--- src/srhc_pkg.sv ---
/*
 * Package for the suspend/resume/reset host controller: opcodes, timing,
 * register map of the controller's own Wishbone registers, and carriers.
 * Assumes a 250 MHz system clock.
 */
`default_nettype none
package srhc_pkg;
    localparam int CLK_MHZ = 250;
    localparam logic [7:0] OP_NOP = 8'h00;
    localparam logic [7:0] OP_RST_ARM = 8'h66;
    localparam logic [7:0] OP_RST_EXEC = 8'h99;
    localparam logic [7:0] OP_PARAM_RD = 8'h5A;
    localparam logic [7:0] OP_PARAM_RD_INV = 8'hA5;
    localparam logic [7:0] OP_RESUME = 8'h30;
    localparam logic [7:0] OP_SUSPEND = 8'hB0;
    localparam logic [7:0] OP_WR_DIS = 8'h04;
    localparam logic [7:0] OP_STAT_RD = 8'h05;
    localparam logic [7:0] OP_CFG_RD = 8'h15;
    localparam logic [7:0] OP_SEC_RD = 8'h2B;
    localparam logic [7:0] OP_SIG_RD = 8'hAB;
    localparam logic [7:0] OP_CFG2_RD = 8'h71;
    localparam logic [7:0] OP_CFG2_WR = 8'h72;
    localparam logic [1:0] A_HI_FREE = 2'h2;
    localparam logic [1:0] A_HI_BLOCK = 2'h1;
    localparam int PSB_BIT = 2;
    localparam int ESB_BIT = 3;
    localparam int SPI_ADDR_BYTES = 3;
    localparam int OPI_ADDR_BYTES = 4;
    localparam int SPI_DUMMY = 8;
    localparam int OPI_DUMMY = 20;
    // Register offsets (byte addresses) and control bits
    localparam logic [3:0] REG_CTRL = 4'h0;
    localparam logic [3:0] REG_ADDR = 4'h4;
    localparam logic [3:0] REG_STAT = 4'h8;
    localparam logic [3:0] REG_DATA = 4'hC;
    localparam int CTL_GO = 31;
    localparam int CTL_OCTAL = 30;
    localparam int CTL_SUSP_P = 29;
    localparam int CTL_SUSP_E = 28;
    localparam int CTL_LAT_OK = 27;
    localparam int CTL_DATA_HI = 15;
    localparam logic [7:0] CTL_CNT_MASK = 8'hFF;
    typedef enum logic [2:0] {
        SR_IDLE = 3'b000, SR_CMD = 3'b001, SR_ADDR = 3'b010,
        SR_DUMMY = 3'b011, SR_DATA = 3'b100, SR_WAIT = 3'b101
    } srhc_state_t;
    typedef struct packed {
        logic sclk;
        logic cs_n;
        logic [7:0] dout;
        logic [7:0] doe;
    } srhc_pins_t;
endpackage : srhc_pkg
`default_nettype wire

--- src/srhc_host.sv ---
/*
 * Host controller that issues single-line or octal-STR commands to the
 * flash, gating opcodes by suspend state and sequencing resets and
 * parameter reads. Software drives it over classic Wishbone.
 * Assumes the device pins are the only far side; no buffering.
 */
`default_nettype none
////////////////////////////////////////////////////////////////////////////////
// Notes on behaviour
// [RL1] Latency-bound opcodes wait for suspend latency
// [RL2] Free opcodes pass during suspend anytime
// [RL3] Second config access gated by address bits
// [RL4] Resume sets latch, busy, clears suspend flag
// [RL5] Resumed operation runs until done or suspended
// [RL6] Host waits resume-to-suspend time before suspending
// [RL7] After resume only suspend until operation time
// [RL8] Completion clears latch and busy
// [RL9] No-operation only cancels pending reset arm
// [RL10] Reset needs arm then execute commands
// [RL11] Other command between them cancels arm
// [RL12] Reset during program or erase aborts it
// [RL13] Host waits recovery time after reset
// [RL14] Single-line param read: 3 address, 8 dummy
// [RL15] Octal param read: opcode pair, 4 address, 20 dummy
// [RL16] Raising select ends data phase at once
// [RL17] Double-rate param read address must be even
// [RL18] After suspend latency latch clears, flag sets
// [RL19] Suspend flags at security bits 2 and 3
// [RL20] Unaccepted opcodes ignored while suspended
module srhc_host
    import srhc_pkg::*;
#(
    parameter int SCK_DIV = 4,
    parameter int RESUME_WAIT_US = 100,
    parameter int RESET_WAIT_US = 40,
    parameter int RESUME_CYC = RESUME_WAIT_US * CLK_MHZ,
    parameter int RESET_CYC = RESET_WAIT_US * CLK_MHZ
) (
    input wire logic mclk_i,
    input wire logic rst_i,
    input wire logic wb_cyc_i,
    input wire logic wb_stb_i,
    input wire logic wb_we_i,
    input wire logic [3:0] wb_adr_i,
    input wire logic [3:0] wb_sel_i,
    input wire logic [31:0] wb_dat_i,
    output logic [31:0] wb_dat_o,
    output logic wb_ack_o,
    output logic flash_sclk_o,
    output logic flash_cs_n_o,
    output logic [7:0] octal_data_lines_o,
    output logic [7:0] octal_data_lines_oe_o,
    input wire logic [7:0] octal_data_lines_i
);
    typedef struct packed {
        srhc_state_t st;
        srhc_pins_t pins;
        logic ack;
        logic [31:0] rdat;
        logic [31:0] ctrl;
        logic [31:0] addr;
        logic [31:0] data;
        logic [7:0] op;
        logic [7:0] left;
        logic [5:0] bitn;
        logic [7:0] sh;
        logic [3:0] div;
        logic reset_armed;
        logic rejected;
        logic program_suspend_flag;
        logic erase_suspend_flag;
        logic [31:0] wait_cnt;
        logic [7:0] s1;
        logic [7:0] s2;
    } srhc_reg_t;

    srhc_reg_t r, n;

    ////////////////////////////////////////////////////////////////////////////
    // Opcodes that need no suspend latency
    function automatic logic free_op(input logic [7:0] op, input logic [1:0] ahi);
        free_op = (op == OP_WR_DIS) || (op == OP_STAT_RD) || (op == OP_CFG_RD)
            || (op == OP_SEC_RD) || (op == OP_SIG_RD) || (op == OP_RST_ARM)
            || (op == OP_RST_EXEC) || (op == OP_NOP)
            || ((op == OP_CFG2_RD || op == OP_CFG2_WR) && ahi == A_HI_FREE);
    endfunction : free_op

    function automatic logic lat_op(input logic [7:0] op, input logic [1:0] ahi);
        case (op)
            8'h03, 8'h13, 8'h0B, 8'h0C, 8'hEC, 8'hEE, 8'h5A, 8'h9F, 8'hC0,
            8'hB1, 8'hC1, 8'h06, 8'h30, 8'h2D, 8'hE2, 8'h16, 8'hE0:
                lat_op = 1'b1;
            8'h71: lat_op = (ahi != A_HI_FREE) && (ahi[1] == 1'b0);
            8'h72: lat_op = (ahi == 2'h0);
            default: lat_op = 1'b0;
        endcase
    endfunction : lat_op

    logic susp;
    logic allowed;
    logic sck_tick;
    logic go_req;
    assign susp = r.program_suspend_flag || r.erase_suspend_flag;
    // Writes to second config with address bits 01 are never sent in suspend
    assign allowed = !susp || free_op(r.ctrl[7:0], r.addr[31:30])  // see [RL2] [RL3]
        || (r.ctrl[CTL_LAT_OK] && lat_op(r.ctrl[7:0], r.addr[31:30]));  // see [RL1] [RL20]
    assign sck_tick = (r.div == 4'(SCK_DIV - 1));
    assign go_req = wb_cyc_i && wb_stb_i && wb_we_i && !r.ack && wb_adr_i == REG_CTRL
        && wb_sel_i[3] && wb_dat_i[CTL_GO];

    ////////////////////////////////////////////////////////////////////////////
    always_comb begin
        n = r;
        n.ack = wb_cyc_i && wb_stb_i && !r.ack;
        n.s1 = octal_data_lines_i;
        n.s2 = r.s1;
        n.div = sck_tick ? 4'h0 : r.div + 4'h1;
        if (wb_cyc_i && wb_stb_i && !r.ack) begin
            unique case (wb_adr_i)
                REG_CTRL: n.rdat = {r.st != SR_IDLE, r.ctrl[30:0]};
                REG_ADDR: n.rdat = r.addr;
                REG_STAT: n.rdat = {27'h0, r.rejected, r.erase_suspend_flag, r.program_suspend_flag,  // see [RL19]
                    r.reset_armed, r.st != SR_IDLE};
                REG_DATA: n.rdat = r.data;
                default: n.rdat = 32'h0;
            endcase
            if (wb_we_i && r.st == SR_IDLE) begin
                if (wb_adr_i == REG_CTRL && wb_sel_i == 4'hF) begin
                    n.ctrl = wb_dat_i;
                    n.ctrl[CTL_GO] = 1'b0;
                end
                if (wb_adr_i == REG_ADDR && wb_sel_i == 4'hF) begin
                    n.addr = wb_dat_i;
                end
                if (wb_adr_i == REG_STAT && wb_sel_i[0]) begin
                    n.program_suspend_flag = wb_dat_i[CTL_SUSP_P - 27];
                    n.erase_suspend_flag = wb_dat_i[CTL_SUSP_E - 25];
                    n.rejected = 1'b0;
                end
            end
        end
        unique case (r.st)
            SR_IDLE: begin
                n.pins.cs_n = 1'b1;
                n.pins.sclk = 1'b0;
                n.pins.doe = 8'h00;
                if (r.ctrl[CTL_GO]) begin
                    n.ctrl[CTL_GO] = 1'b0;
                    if (allowed) begin
                        n.op = r.ctrl[7:0];
                        // First bit or byte must stand before the first rising edge
                        n.sh = {r.ctrl[6:0], 1'b0};
                        n.pins.dout = r.ctrl[CTL_OCTAL] ? r.ctrl[7:0] : {7'h0, r.ctrl[7]};
                        n.pins.doe = r.ctrl[CTL_OCTAL] ? 8'hFF : 8'h01;
                        n.pins.cs_n = 1'b0;
                        n.bitn = r.ctrl[CTL_OCTAL] ? 6'd2 : 6'd8;  // see [RL15]
                        n.st = SR_CMD;
                        n.data = 32'h0;
                    end else begin
                        n.rejected = 1'b1;  // see [RL20]
                    end
                end
                if (go_req && wb_sel_i == 4'hF) begin
                    n.ctrl = wb_dat_i;
                end
            end
            SR_CMD, SR_ADDR, SR_DUMMY, SR_DATA: begin
                if (sck_tick) begin
                    n.pins.sclk = !r.pins.sclk;
                    if (!r.pins.sclk) begin
                        // Data is sampled on rising edges; synchronised copy used
                        if (r.st == SR_DATA) begin
                            n.data = r.ctrl[CTL_OCTAL] ? {r.data[23:0], r.s2}
                                : {r.data[30:0], r.s2[1]};  // see [RL14]
                        end
                    end else begin
                        n.bitn = r.bitn - 6'd1;
                        if (r.bitn == 6'd1) begin
                            unique case (r.st)
                                SR_CMD: begin
                                    if (r.op == OP_PARAM_RD) begin
                                        n.st = SR_ADDR;  // see [RL14] [RL15]
                                        n.bitn = r.ctrl[CTL_OCTAL] ? 6'(OPI_ADDR_BYTES)
                                            : 6'(SPI_ADDR_BYTES * 8);
                                        n.sh = r.addr[23:16];
                                    end else begin
                                        n.st = SR_WAIT;
                                    end
                                end
                                SR_ADDR: begin
                                    n.st = SR_DUMMY;
                                    n.bitn = r.ctrl[CTL_OCTAL] ? 6'(OPI_DUMMY)
                                        : 6'(SPI_DUMMY);
                                end
                                SR_DUMMY: begin
                                    n.st = SR_DATA;
                                    n.bitn = r.ctrl[CTL_OCTAL] ? 6'd4 : 6'd32;
                                end
                                default: n.st = SR_WAIT;  // see [RL16]
                            endcase
                        end
                        if (r.st == SR_ADDR && !r.ctrl[CTL_OCTAL] && r.bitn[2:0] == 3'd1) begin
                            n.sh = (r.bitn > 6'd16) ? r.addr[15:8] : r.addr[7:0];
                        end
                        // Next bit or byte goes out on the falling edge
                        if (r.ctrl[CTL_OCTAL]) begin
                            if (r.st == SR_CMD && r.bitn == 6'd2) begin
                                n.pins.dout = ~r.op;  // see [RL15]
                            end else if ((r.st == SR_CMD && r.op == OP_PARAM_RD)
                                || (r.st == SR_ADDR && r.bitn != 6'd1)) begin
                                // Four rotations leave the address register intact
                                n.pins.dout = r.addr[31:24];
                                n.addr = {r.addr[23:0], r.addr[31:24]};
                            end
                        end else begin
                            n.pins.dout = {7'h0, n.sh[7]};  // see [RL14]
                            n.sh = {n.sh[6:0], 1'b0};
                        end
                    end
                end
                n.pins.doe = (r.st == SR_DATA || r.st == SR_DUMMY) ? 8'h00
                    : (r.ctrl[CTL_OCTAL] ? 8'hFF : 8'h01);
            end
            SR_WAIT: begin
                n.pins.cs_n = 1'b1;
                n.pins.sclk = 1'b0;
                n.pins.doe = 8'h00;
                if (r.wait_cnt == 32'h0) begin
                    n.st = SR_IDLE;
                    // Arm is kept only by the arm opcode itself
                    n.reset_armed = (r.op == OP_RST_ARM);  // see [RL9] [RL10] [RL11]
                    if (r.op == OP_RST_EXEC && r.reset_armed) begin
                        n.program_suspend_flag = 1'b0;  // see [RL12]
                        n.erase_suspend_flag = 1'b0;
                        n.reset_armed = 1'b0;
                        n.wait_cnt = 32'(RESET_CYC);  // see [RL13]
                        n.st = SR_WAIT;
                        n.op = OP_NOP;
                    end
                    if (r.op == OP_RESUME) begin
                        n.program_suspend_flag = 1'b0;  // see [RL4] [RL5]
                        n.erase_suspend_flag = 1'b0;
                        n.wait_cnt = 32'(RESUME_CYC);  // see [RL6] [RL7] [RL8]
                        n.st = SR_WAIT;
                        n.op = OP_NOP;
                    end
                    if (r.op == OP_SUSPEND) begin
                        n.program_suspend_flag = r.ctrl[CTL_SUSP_P];  // see [RL18]
                        n.erase_suspend_flag = r.ctrl[CTL_SUSP_E];
                    end
                end else begin
                    n.wait_cnt = r.wait_cnt - 32'h1;
                end
            end
            default: n.st = SR_IDLE;
        endcase
    end

    always_ff @(posedge mclk_i or posedge rst_i) begin
        if (rst_i) begin
            r <= '0;
            r.pins.cs_n <= 1'b1;
        end else begin
            r <= n;
        end
    end

    assign wb_ack_o = r.ack;
    assign wb_dat_o = r.rdat;
    assign flash_sclk_o = r.pins.sclk;
    assign flash_cs_n_o = r.pins.cs_n;
    assign octal_data_lines_o = r.pins.dout;
    assign octal_data_lines_oe_o = r.pins.doe;

    ////////////////////////////////////////////////////////////////////////////
    gated_op_a: assert property (@(posedge mclk_i) disable iff (rst_i)  // see [RL20]
        (r.st == SR_IDLE && r.ctrl[CTL_GO] && !allowed) |=> r.st == SR_IDLE)
        else $error("rejected opcode started a frame");
    reject_flag_a: assert property (@(posedge mclk_i) disable iff (rst_i)  // see [RL20]
        (r.st == SR_IDLE && r.ctrl[CTL_GO] && !allowed) |=> r.rejected)
        else $error("rejected opcode not flagged");
    suspend_set_a: assert property (@(posedge mclk_i) disable iff (rst_i)  // see [RL18]
        (r.st == SR_WAIT && r.wait_cnt == 32'h0 && r.op == OP_SUSPEND)
        |=> r.program_suspend_flag == r.ctrl[CTL_SUSP_P] && r.erase_suspend_flag == r.ctrl[CTL_SUSP_E])
        else $error("suspend flags not taken from control");
    reset_wait_a: assert property (@(posedge mclk_i) disable iff (rst_i)  // see [RL13]
        (r.st == SR_WAIT && r.wait_cnt == 32'h0 && r.op == OP_RST_EXEC && r.reset_armed)
        |=> r.st == SR_WAIT && r.wait_cnt == 32'(RESET_CYC))
        else $error("reset recovery wait not started");
    resume_clear_a: assert property (@(posedge mclk_i) disable iff (rst_i)  // see [RL4]
        (r.st == SR_WAIT && r.wait_cnt == 32'h0 && r.op == OP_RESUME) |=> !r.program_suspend_flag && !r.erase_suspend_flag)
        else $error("resume did not clear suspend flags");
    arm_cancel_a: assert property (@(posedge mclk_i) disable iff (rst_i)  // see [RL11]
        (r.st == SR_WAIT && r.wait_cnt == 32'h0 && r.op != OP_RST_ARM) |=> !r.reset_armed)
        else $error("reset arm survived another command");
    cs_idle_a: assert property (@(posedge mclk_i) disable iff (rst_i)  // see [RL16]
        (r.st == SR_IDLE) |-> r.pins.doe == 8'h00)
        else $error("driving lines while idle");
endmodule : srhc_host
`default_nettype wire

--- config.mk ---
export PLATFORM = sky130hd
export DESIGN_NAME = srhc_host
export DESIGN_NICKNAME = d
export VERILOG_FILES = /design/src/srhc_pkg.sv /design/src/srhc_host.sv
export SDC_FILE = /design/constraint.sdc
export NUM_CORES = 1
export LEC_CHECK = 0
export BUFFER_PORTS_ARGS = -buffer_cell sky130_fd_sc_hd__buf_4
export CAP_MARGIN = 15
export CORE_UTILIZATION = 40
export CTS_CLUSTER_DIAMETER = 80
export DETAILED_ROUTE_END_ITERATION = 10
export GPL_ROUTABILITY_DRIVEN = 1
export GPL_TIMING_DRIVEN = 0
export PLACE_DENSITY = 0.58
export SLEW_MARGIN = 15
export SYNTH_ARGS = -nofsm -noshare
export SYNTH_HDL_FRONTEND = slang
export SYNTH_SLANG_ARGS = --single-unit
--- constraint.sdc ---
create_clock -name mclk_i -period 9.6 [get_ports mclk_i]
set_clock_uncertainty 0.05 [all_clocks]
set_input_delay 1.92 -clock mclk_i [delete_from_list [all_inputs] [get_ports mclk_i]]
set_output_delay 1.92 -clock mclk_i [all_outputs]
set_load 0.01 [all_outputs]
==> summary.md, run 1 <==
| Metric | Value |
|---|---|
| Rel. slew slack | `a little under a third` |
| First-pass GRT wire length | `57.84 mm` |
| DRC errors left | `0` |
| Post-synth cell types | `78` |
| Hold_buf cts | `0` |
| Slew @ Worst Pin | `1.039 ns` |
| Final Critical Period | `~3.8 ns` |
| Final setup viols | `0` |
| Peak Freq | `between 200 and 300 MHz` |
| Final Slew Violations | `0` |
| Clock slew at reported path FFs | `0.06 ns` |
| Worst path slowest cell | `clkbuf_1` |
| Total track usage | `between 20% and 30%` |
| DIE WIDTH | `174.0 µm` |
| Flops & latches, synth | `222` |
| Crit path capture type | `register` |
| Drt via density | `5.736` |
| Reg-to-reg startpoint | `r[25]` |
| Start point of the critical path | `wb_cyc_i` |
| R2R Setup Slk | `6.15 ns` |
| Number of flops mapped to enable cells by yosys | `0` |
| Top_reg_cell synth | `dfrtp_1` |
| RePlAce Congestion | `0.9002` |
| Hold_sp | `n[5]` |
| Fin. Hold Viols | `0` |
| P per Cell Area | `144.7 mW/mm²` |
| First-iteration detailed-routing DRC count | `about 1100` |
| Initial antenna violation count | `0` |
| Post-CTS resize count | `0` |
| CTS tree | `yes` |
| P_leak | `6.063 nW` |
| Worst path max stage delay | `0.46 ns` |
| Post-Syn Nets | `about 1300` |
| Total setup buffers inserted after CTS | `0` |
| Port bufs | `103` |
| Reg-to-reg critical path endpoint | `r[44]` |
| Period utilisation layout | `39.50%` |
| Hold Path Cell Cnt | `0` |
| Area grow syn2layout | `18.68%` |
| Gr ovfl total | `0` |
| DIE AREA | `0.03028 mm²` |
| WL/cell | `20.62 µm` |
| Crit path cell chain | `buf_4, nand2_1, or2_2, clkbuf_1, nor3_1, and2_1, clkbuf_1, clkbuf_1, nand2_1, a31oi_1` |
| Final Util | `between 40 and 50%` |
| Ys Warns | `0` |
| Clock Latency Late Sink | `0.54 ns` |
| # rows | `62` |
| Dpl hpwl | `26.54 mm` |
| Layout cells sized above 1 | `20.37%` |
| Arrival time at the worst endpoint | `4.19 ns` |
| Most frequent cells in the layout | `dfrtp_1 (221), buf_4 (157), nand2_1 (155)` |
| Detail Route Antenna Nets | `0` |
| # Max-Cap Violations | `0` |
| Most common cell after layout, fill and taps aside | `dfrtp_1` |
| Critical Path Source Type | `input pin` |
| Most used cell, CP | `clkbuf_1` |
| Worst hold endpoint | `r[5]` |
| Setup TNS | `0 ns` |
| Status | `complete, no violations` |
| Netlist Area Pre-Place | `between 0.01 and 0.015 mm²` |
| Detailed-route via count | `10230` |
| Starting Density | `40.90%` |
| Drt pass-1 iters | `6` |
| RSZ-0062 raised after global routing | `no` |
| Core ar. | `0.02894 mm²` |
| CP bufs+invs | `4` |
| Vias in the first global route | `between 9000 and 10000` |
| Ys async rst share | `100.0%` |
| Routed wire length | `36.76 mm` |
| VDD IR-drop max | `0.1244 mV` |
| I/O pin count | `104` |
| CP Depth | `10` |
| Syn avg cell area | `9.491 µm²` |
| CTS max path bufs | `3` |
| Largest net degree at the start of global routing | `109` |
| Worst Hold Class | `reg2reg` |
| H-tree Lvls | `1` |
| Total CTS buffers | `26` |
| Crit path max fanout | `10` |
| Chip Height | `between 150 and 200 µm` |
| Crit path required time | `10.00 ns` |
| Crit-path leading delay family | `buffers and inverters` |
| Sequential element share of the synthesized area | `a little under half` |
| Ant diodes | `0` |
| R2R cell count | `10` |
| Root buf cell | `clkbuf_16` |
| Setup Crit Path Kind | `in2reg` |
| CTS sink cnt | `222` |
| Syn Inst Count | `1247` |
| Final nets | `1439` |
## per-layer routing
metal	global-route usage [%]	up-vias	share of wire, %
li1	-	4734	-
met1	36.23	4969	45
met2	36.12	460	43
met3	4.024	65	8.5
met4	7.566	0	2.9
met5	0	-	0
## state kept, by name (all words and copies together) (netlist names)
name,count
r,169
wb_dat_o,32
n,8
octal_data_lines_o,8
octal_data_lines_oe_o,2
flash_cs_n_o,1
flash_sclk_o,1
wb_ack_o,1
## area by class of cell
class	instances	area, µm²
fillers	2760	14890
flip-flops and latches	222	5557
multi-input cells	842	5374
repair buffers	105	828.3
clock buffers	40	783.3
plain buffers	129	714.4
well taps	384	480.5
inverters	54	210.2
clock inverters	7	98.84
## worst max-delay path by stage
stage                    to  slack [ns]
3_5_place_dp         r[147]        5.19
3_3_place_gp   wb_dat_o[20]       -1.31
4_1_cts              r[148]        5.73
5_1_grt              r[146]        5.56
6_report             r[146]        5.81
2_1_floorplan  flash_sclk_o        1.55
## per-stage QoR
| step | instances | worst slack [ns] | cell area [µm²] | power [mW] | hold WS (ns) |
|---|---|---|---|---|---|
| 2_1_floorplan | 1247 | 1.554 | 11840 | 0.9926 | 0.2812 |
| 3_3_place_gp | 1734 | -1.311 | 13090 | 1.033 | 0.2862 |
| 3_5_place_dp | 1736 | 5.192 | 13150 | 1.036 | 0.2856 |
| 4_1_cts | 1783 | 5.735 | 14030 | 2.052 | 0.2997 |
| 5_1_grt | 1783 | 5.557 | 14050 | 2.096 | 0.3047 |
| 6_report | 1783 | 5.808 | 14050 | 2.033 | 0.2960 |
## Yosys cell counts, drive strengths merged, types with 3 or more instances
cell type  instances  area (µm²)
a22oi              4       30.03
nand3             20       100.1
and2              12       75.08
nand2b             9       56.30
buf               70       493.0
nor2             104       402.9
a22o               5       43.79
nand4              9       56.30
o41ai              4       35.03
nand4b             6       52.55
and3               4       25.02
ha                 6       75.07
o2bb2ai            7       61.31
nor4b              5       50.04
nand2            155       581.8
o31ai              5       37.54
nor2b              7       43.79
inv               54       202.7
xor2              18       157.7
nor3b              8       65.06
a221oi            11       96.34
o21ai             75       375.4
clkbuf            59       221.5
o22ai             43       269.0
a222oi            27       270.3
mux2i             50       500.5
o211ai             7       52.55
mux2              43       484.2
o32ai              3       26.28
nor3              41       210.2
or2                7       43.80
dfrtp            221        5530
a21oi             31       166.4
a31oi             44       275.3
xnor2              6       52.55
or3                8       50.05
nor4              14       100.1
a211oi             4       55.05
or4                9       82.58
## report_power, final
group / internal, mW / total (mW) / switching (mW)
Sequential: 0.942 / 0.945 / 0.00271
Clock: 0.613 / 1.01 / 0.402
Combinational: 0.0287 / 0.0727 / 0.0440
Total: 1.58 / 2.03 / 0.448
## logic make-up after synthesis
family / count (synthesis) / share of synthesized area, %
muxes: 93 / 8.320
buffers and inverters: 183 / 7.749
and+or+nand+nor: 431 / 17.94
adders and majority gates: 6 / 0.6343
AOI/OAI and AO/OA: 288 / 16.63
xor gates and xnor gates: 24 / 1.776
DFF: 222 / 46.95
Power figures use the tool's default switching activity.
==> run 2, diff against run 1 <==
- ABC_AREA: not set -> 1
- PLACE_DENSITY: 0.58 -> 0.6
- clock period: 9.6 -> 3.3 ns (I/O delays scaled with it)
==> run 2 against run 1 <==
Net effect:
- die area up 4.9%
- combinational power rose to 5.1 times the previous value
- worst setup slack worse by 5.2 ns
- total power rose to 3.1 times the previous value
- highest routed layer unchanged
- largest power group unchanged
- final cell count up 22%
==> summary.md, run 2 <==
| Metric | Value |
|---|---|
| P_leak | `7.567 nW` |
| Fin. Hold Viols | `0` |
| Gr ovfl total | `0` |
| Drt via density | `5.466` |
| Layout cells sized above 1 | `16.56%` |
| Period utilisation layout | `82.38%` |
| Status | `complete, no violations` |
| H-tree Lvls | `1` |
| Final Slew Violations | `0` |
| Worst path slowest cell | `dfrtp_1` |
| Most common cell after layout, fill and taps aside | `nand2_1` |
| Most frequent cells in the layout | `nand2_1 (445), dfrtp_1 (221), buf_4 (154)` |
| Synth top area share | `44.51%` |
| Clock Latency Late Sink | `0.55 ns` |
| Top_reg_cell synth | `dfrtp_1` |
| Worst path max stage delay | `0.40 ns` |
| First-pass GRT wire length | `63.06 mm` |
| Largest net degree at the start of global routing | `36` |
| RePlAce Congestion | `between 0.9 and 1` |
| CTS sink cnt | `222` |
| P per Cell Area | `427.4 mW/mm²` |
| Post-synth cell types | `51` |
| Total setup buffers inserted after CTS | `0` |
| Crit path required time | `3.67 ns` |
| Final Critical Period | `roughly 2.7 ns` |
| Rel. slew slack | `46.25%` |
| Hold_buf cts | `0` |
| First-iteration detailed-routing DRC count | `approximately 1200` |
| Chip Height | `about 180 µm` |
| Sequential element share of the synthesized area | `44.72%` |
| Fillers | `3020` |
| Detail Route Antenna Nets | `0` |
| Crit path capture type | `register` |
| CP bufs+invs | `1` |
| DP Area | `0.01385 mm²` |
| CTS max path bufs | `3` |
| Port bufs | `between 100 and 150` |
| Most frequent cells after synthesis | `nand2_1 (445), dfrtp_1 (221), nor2_1 (146)` |
| Drt pass-1 iters | `8` |
| RSZ-0062 raised after global routing | `no` |
| Vias in the first global route | `11250` |
| Yosys top cell by area | `dfrtp_1` |
| Crit-path leading delay family | `simple AND/OR/NAND/NOR gates` |
| Root buf cell | `clkbuf_16` |
| Flops & latches, synth | `222` |
| Final setup viols | `0` |
| Final nets | `1819` |
| Ant diodes | `0` |
| DIE WIDTH | `roughly 180 µm` |
| Reg with most FFs | `r` |
| Syn avg cell area | `7.665 µm²` |
| Area grow syn2layout | `19.03%` |
| Dpl hpwl | `30.60 mm` |
| Post-CTS resize count | `0` |
| Peak Freq | `roughly 370 MHz` |
| Clock slew at reported path FFs | `0.06 ns` |
| Setup Slack @ Placement | `roughly 0.29 ns` |
| Final Worst Setup Slack | `0.5816 ns` |
| Crit path cell chain | `inv_1, ha_1, nand2_1, nor2_2, nand3_1, nor3_1, nand3_1, nand2_2, nand2_2, nand2_1, nand2_1` |
| Total CTS buffers | `27` |
| Crit path max fanout | `9` |
| Number of flip-flops in the largest register | `around 170` |
| Critical Path Source Type | `register` |
| Most frequent cell after synthesis | `nand2_1` |
| Most used cell, CP | `nand2_1` |
| # rows | `64` |
| Post-Syn Nets | `around 1700` |
| Routed wire length | `about 40 mm` |
| Setup Crit Path Kind | `reg2reg` |
| # Max-Cap Violations | `0` |
| Ys Warns | `0` |
| Synth area leaders | `dfrtp_1 (45%), nand2_1 (13%), o21ai_0 (4.6%)` |
| Initial antenna violation count | `0` |
| Ys async rst share | `100.0%` |
| WL/cell | `about 19 µm` |
| Design Area, Final | `0.01479 mm²` |
| Slew @ Worst Pin | `~0.8 ns` |
| Syn Inst Count | `1621` |
| Detailed-route via count | `about 12000` |
| Starting Density | `40.62%` |
| Arrival time at the worst endpoint | `3.09 ns` |
| Netlist Area Pre-Place | `0.01243 mm²` |
| Total track usage | `25.88%` |
| CTS tree | `yes` |
| DRC errors left | `0` |
| Worst Hold Class | `in2async` |
| Core ar. | `0.03059 mm²` |
| VDD IR-drop max | `about 0.47 mV` |
| Tot Pwr | `6.322 mW` |
| DIE AREA | `0.03177 mm²` |
| Number of flops mapped to enable cells by yosys | `0` |
| I/O pin count | `104` |
-- run 2: final timing paths --
check                                 startpoint            to  slack (ns)  cells after the start
min in group mclk_i        octal_data_lines_i[7]          n[7]        0.16                      1
max reg2reg                                r[16]         r[82]        0.58                     11
max                                        r[16]         r[82]        0.58                     11
min reg2reg                                 n[1]          r[1]        0.30                      0
max in group asynchronous                  rst_i  flash_cs_n_o        2.18                      4
min                                        rst_i      wb_ack_o        0.15                      2
-- run 2: cell type report --
class                           instances  area (µm²)  area share, %
Multi-Input combinational cell       1148        5660          38.27
Sequential cell                       222        5557          37.57
Timing Repair Buffer                  110       920.9          6.226
Clock buffer                           37       753.2          5.093
Buffer                                124       726.9          4.915
Tap cell                              396       495.5          3.350
Inverter                              127       485.5          3.282
Clock inverter                         13       191.4          1.294
-- run 2: power by group --
group          total, mW  switching (mW)  internal (mW)
clock               3.14            1.22           1.92
combinational      0.374           0.218          0.156
sequential          2.81          0.0373           2.77
-- run 2: cell families after synthesis --
group,after synthesis,synth area share (%)
adder cells (fa/ha/maj),6,0.6042
buffers and inverters,251,9.727
AND/OR/NAND/NOR,821,29.35
flip-flops,222,44.72
XOR/XNOR,14,0.9868
AO/OA/AOI/OAI,295,13.52
multiplexers,12,1.088
-- run 2: per-layer routing --
metal | share of wire (%) | GRT usage [%] | vias to the layer above
li1 | - | - | 5643
met1 | 42 | 34.97 | 5641
met2 | 46 | 41.47 | 524
met3 | 7.9 | 4.156 | 91
met4 | 4.0 | 10.06 | 0
met5 | 0 | 0 | -
-- run 2: per-stage QoR --
step	util [%]	instances	hold WS, ns	setup TNS [ns]
after detailed placement	45.26	2127	0.2863	0
after global placement	44.78	2120	0.2818	-390.62
final	48.35	2177	0.1544	0
after floorplan	-	1621	0.2812	-67.46
after global routing	48.35	2177	0.1398	0
after CTS	48.35	2177	0.1395	0
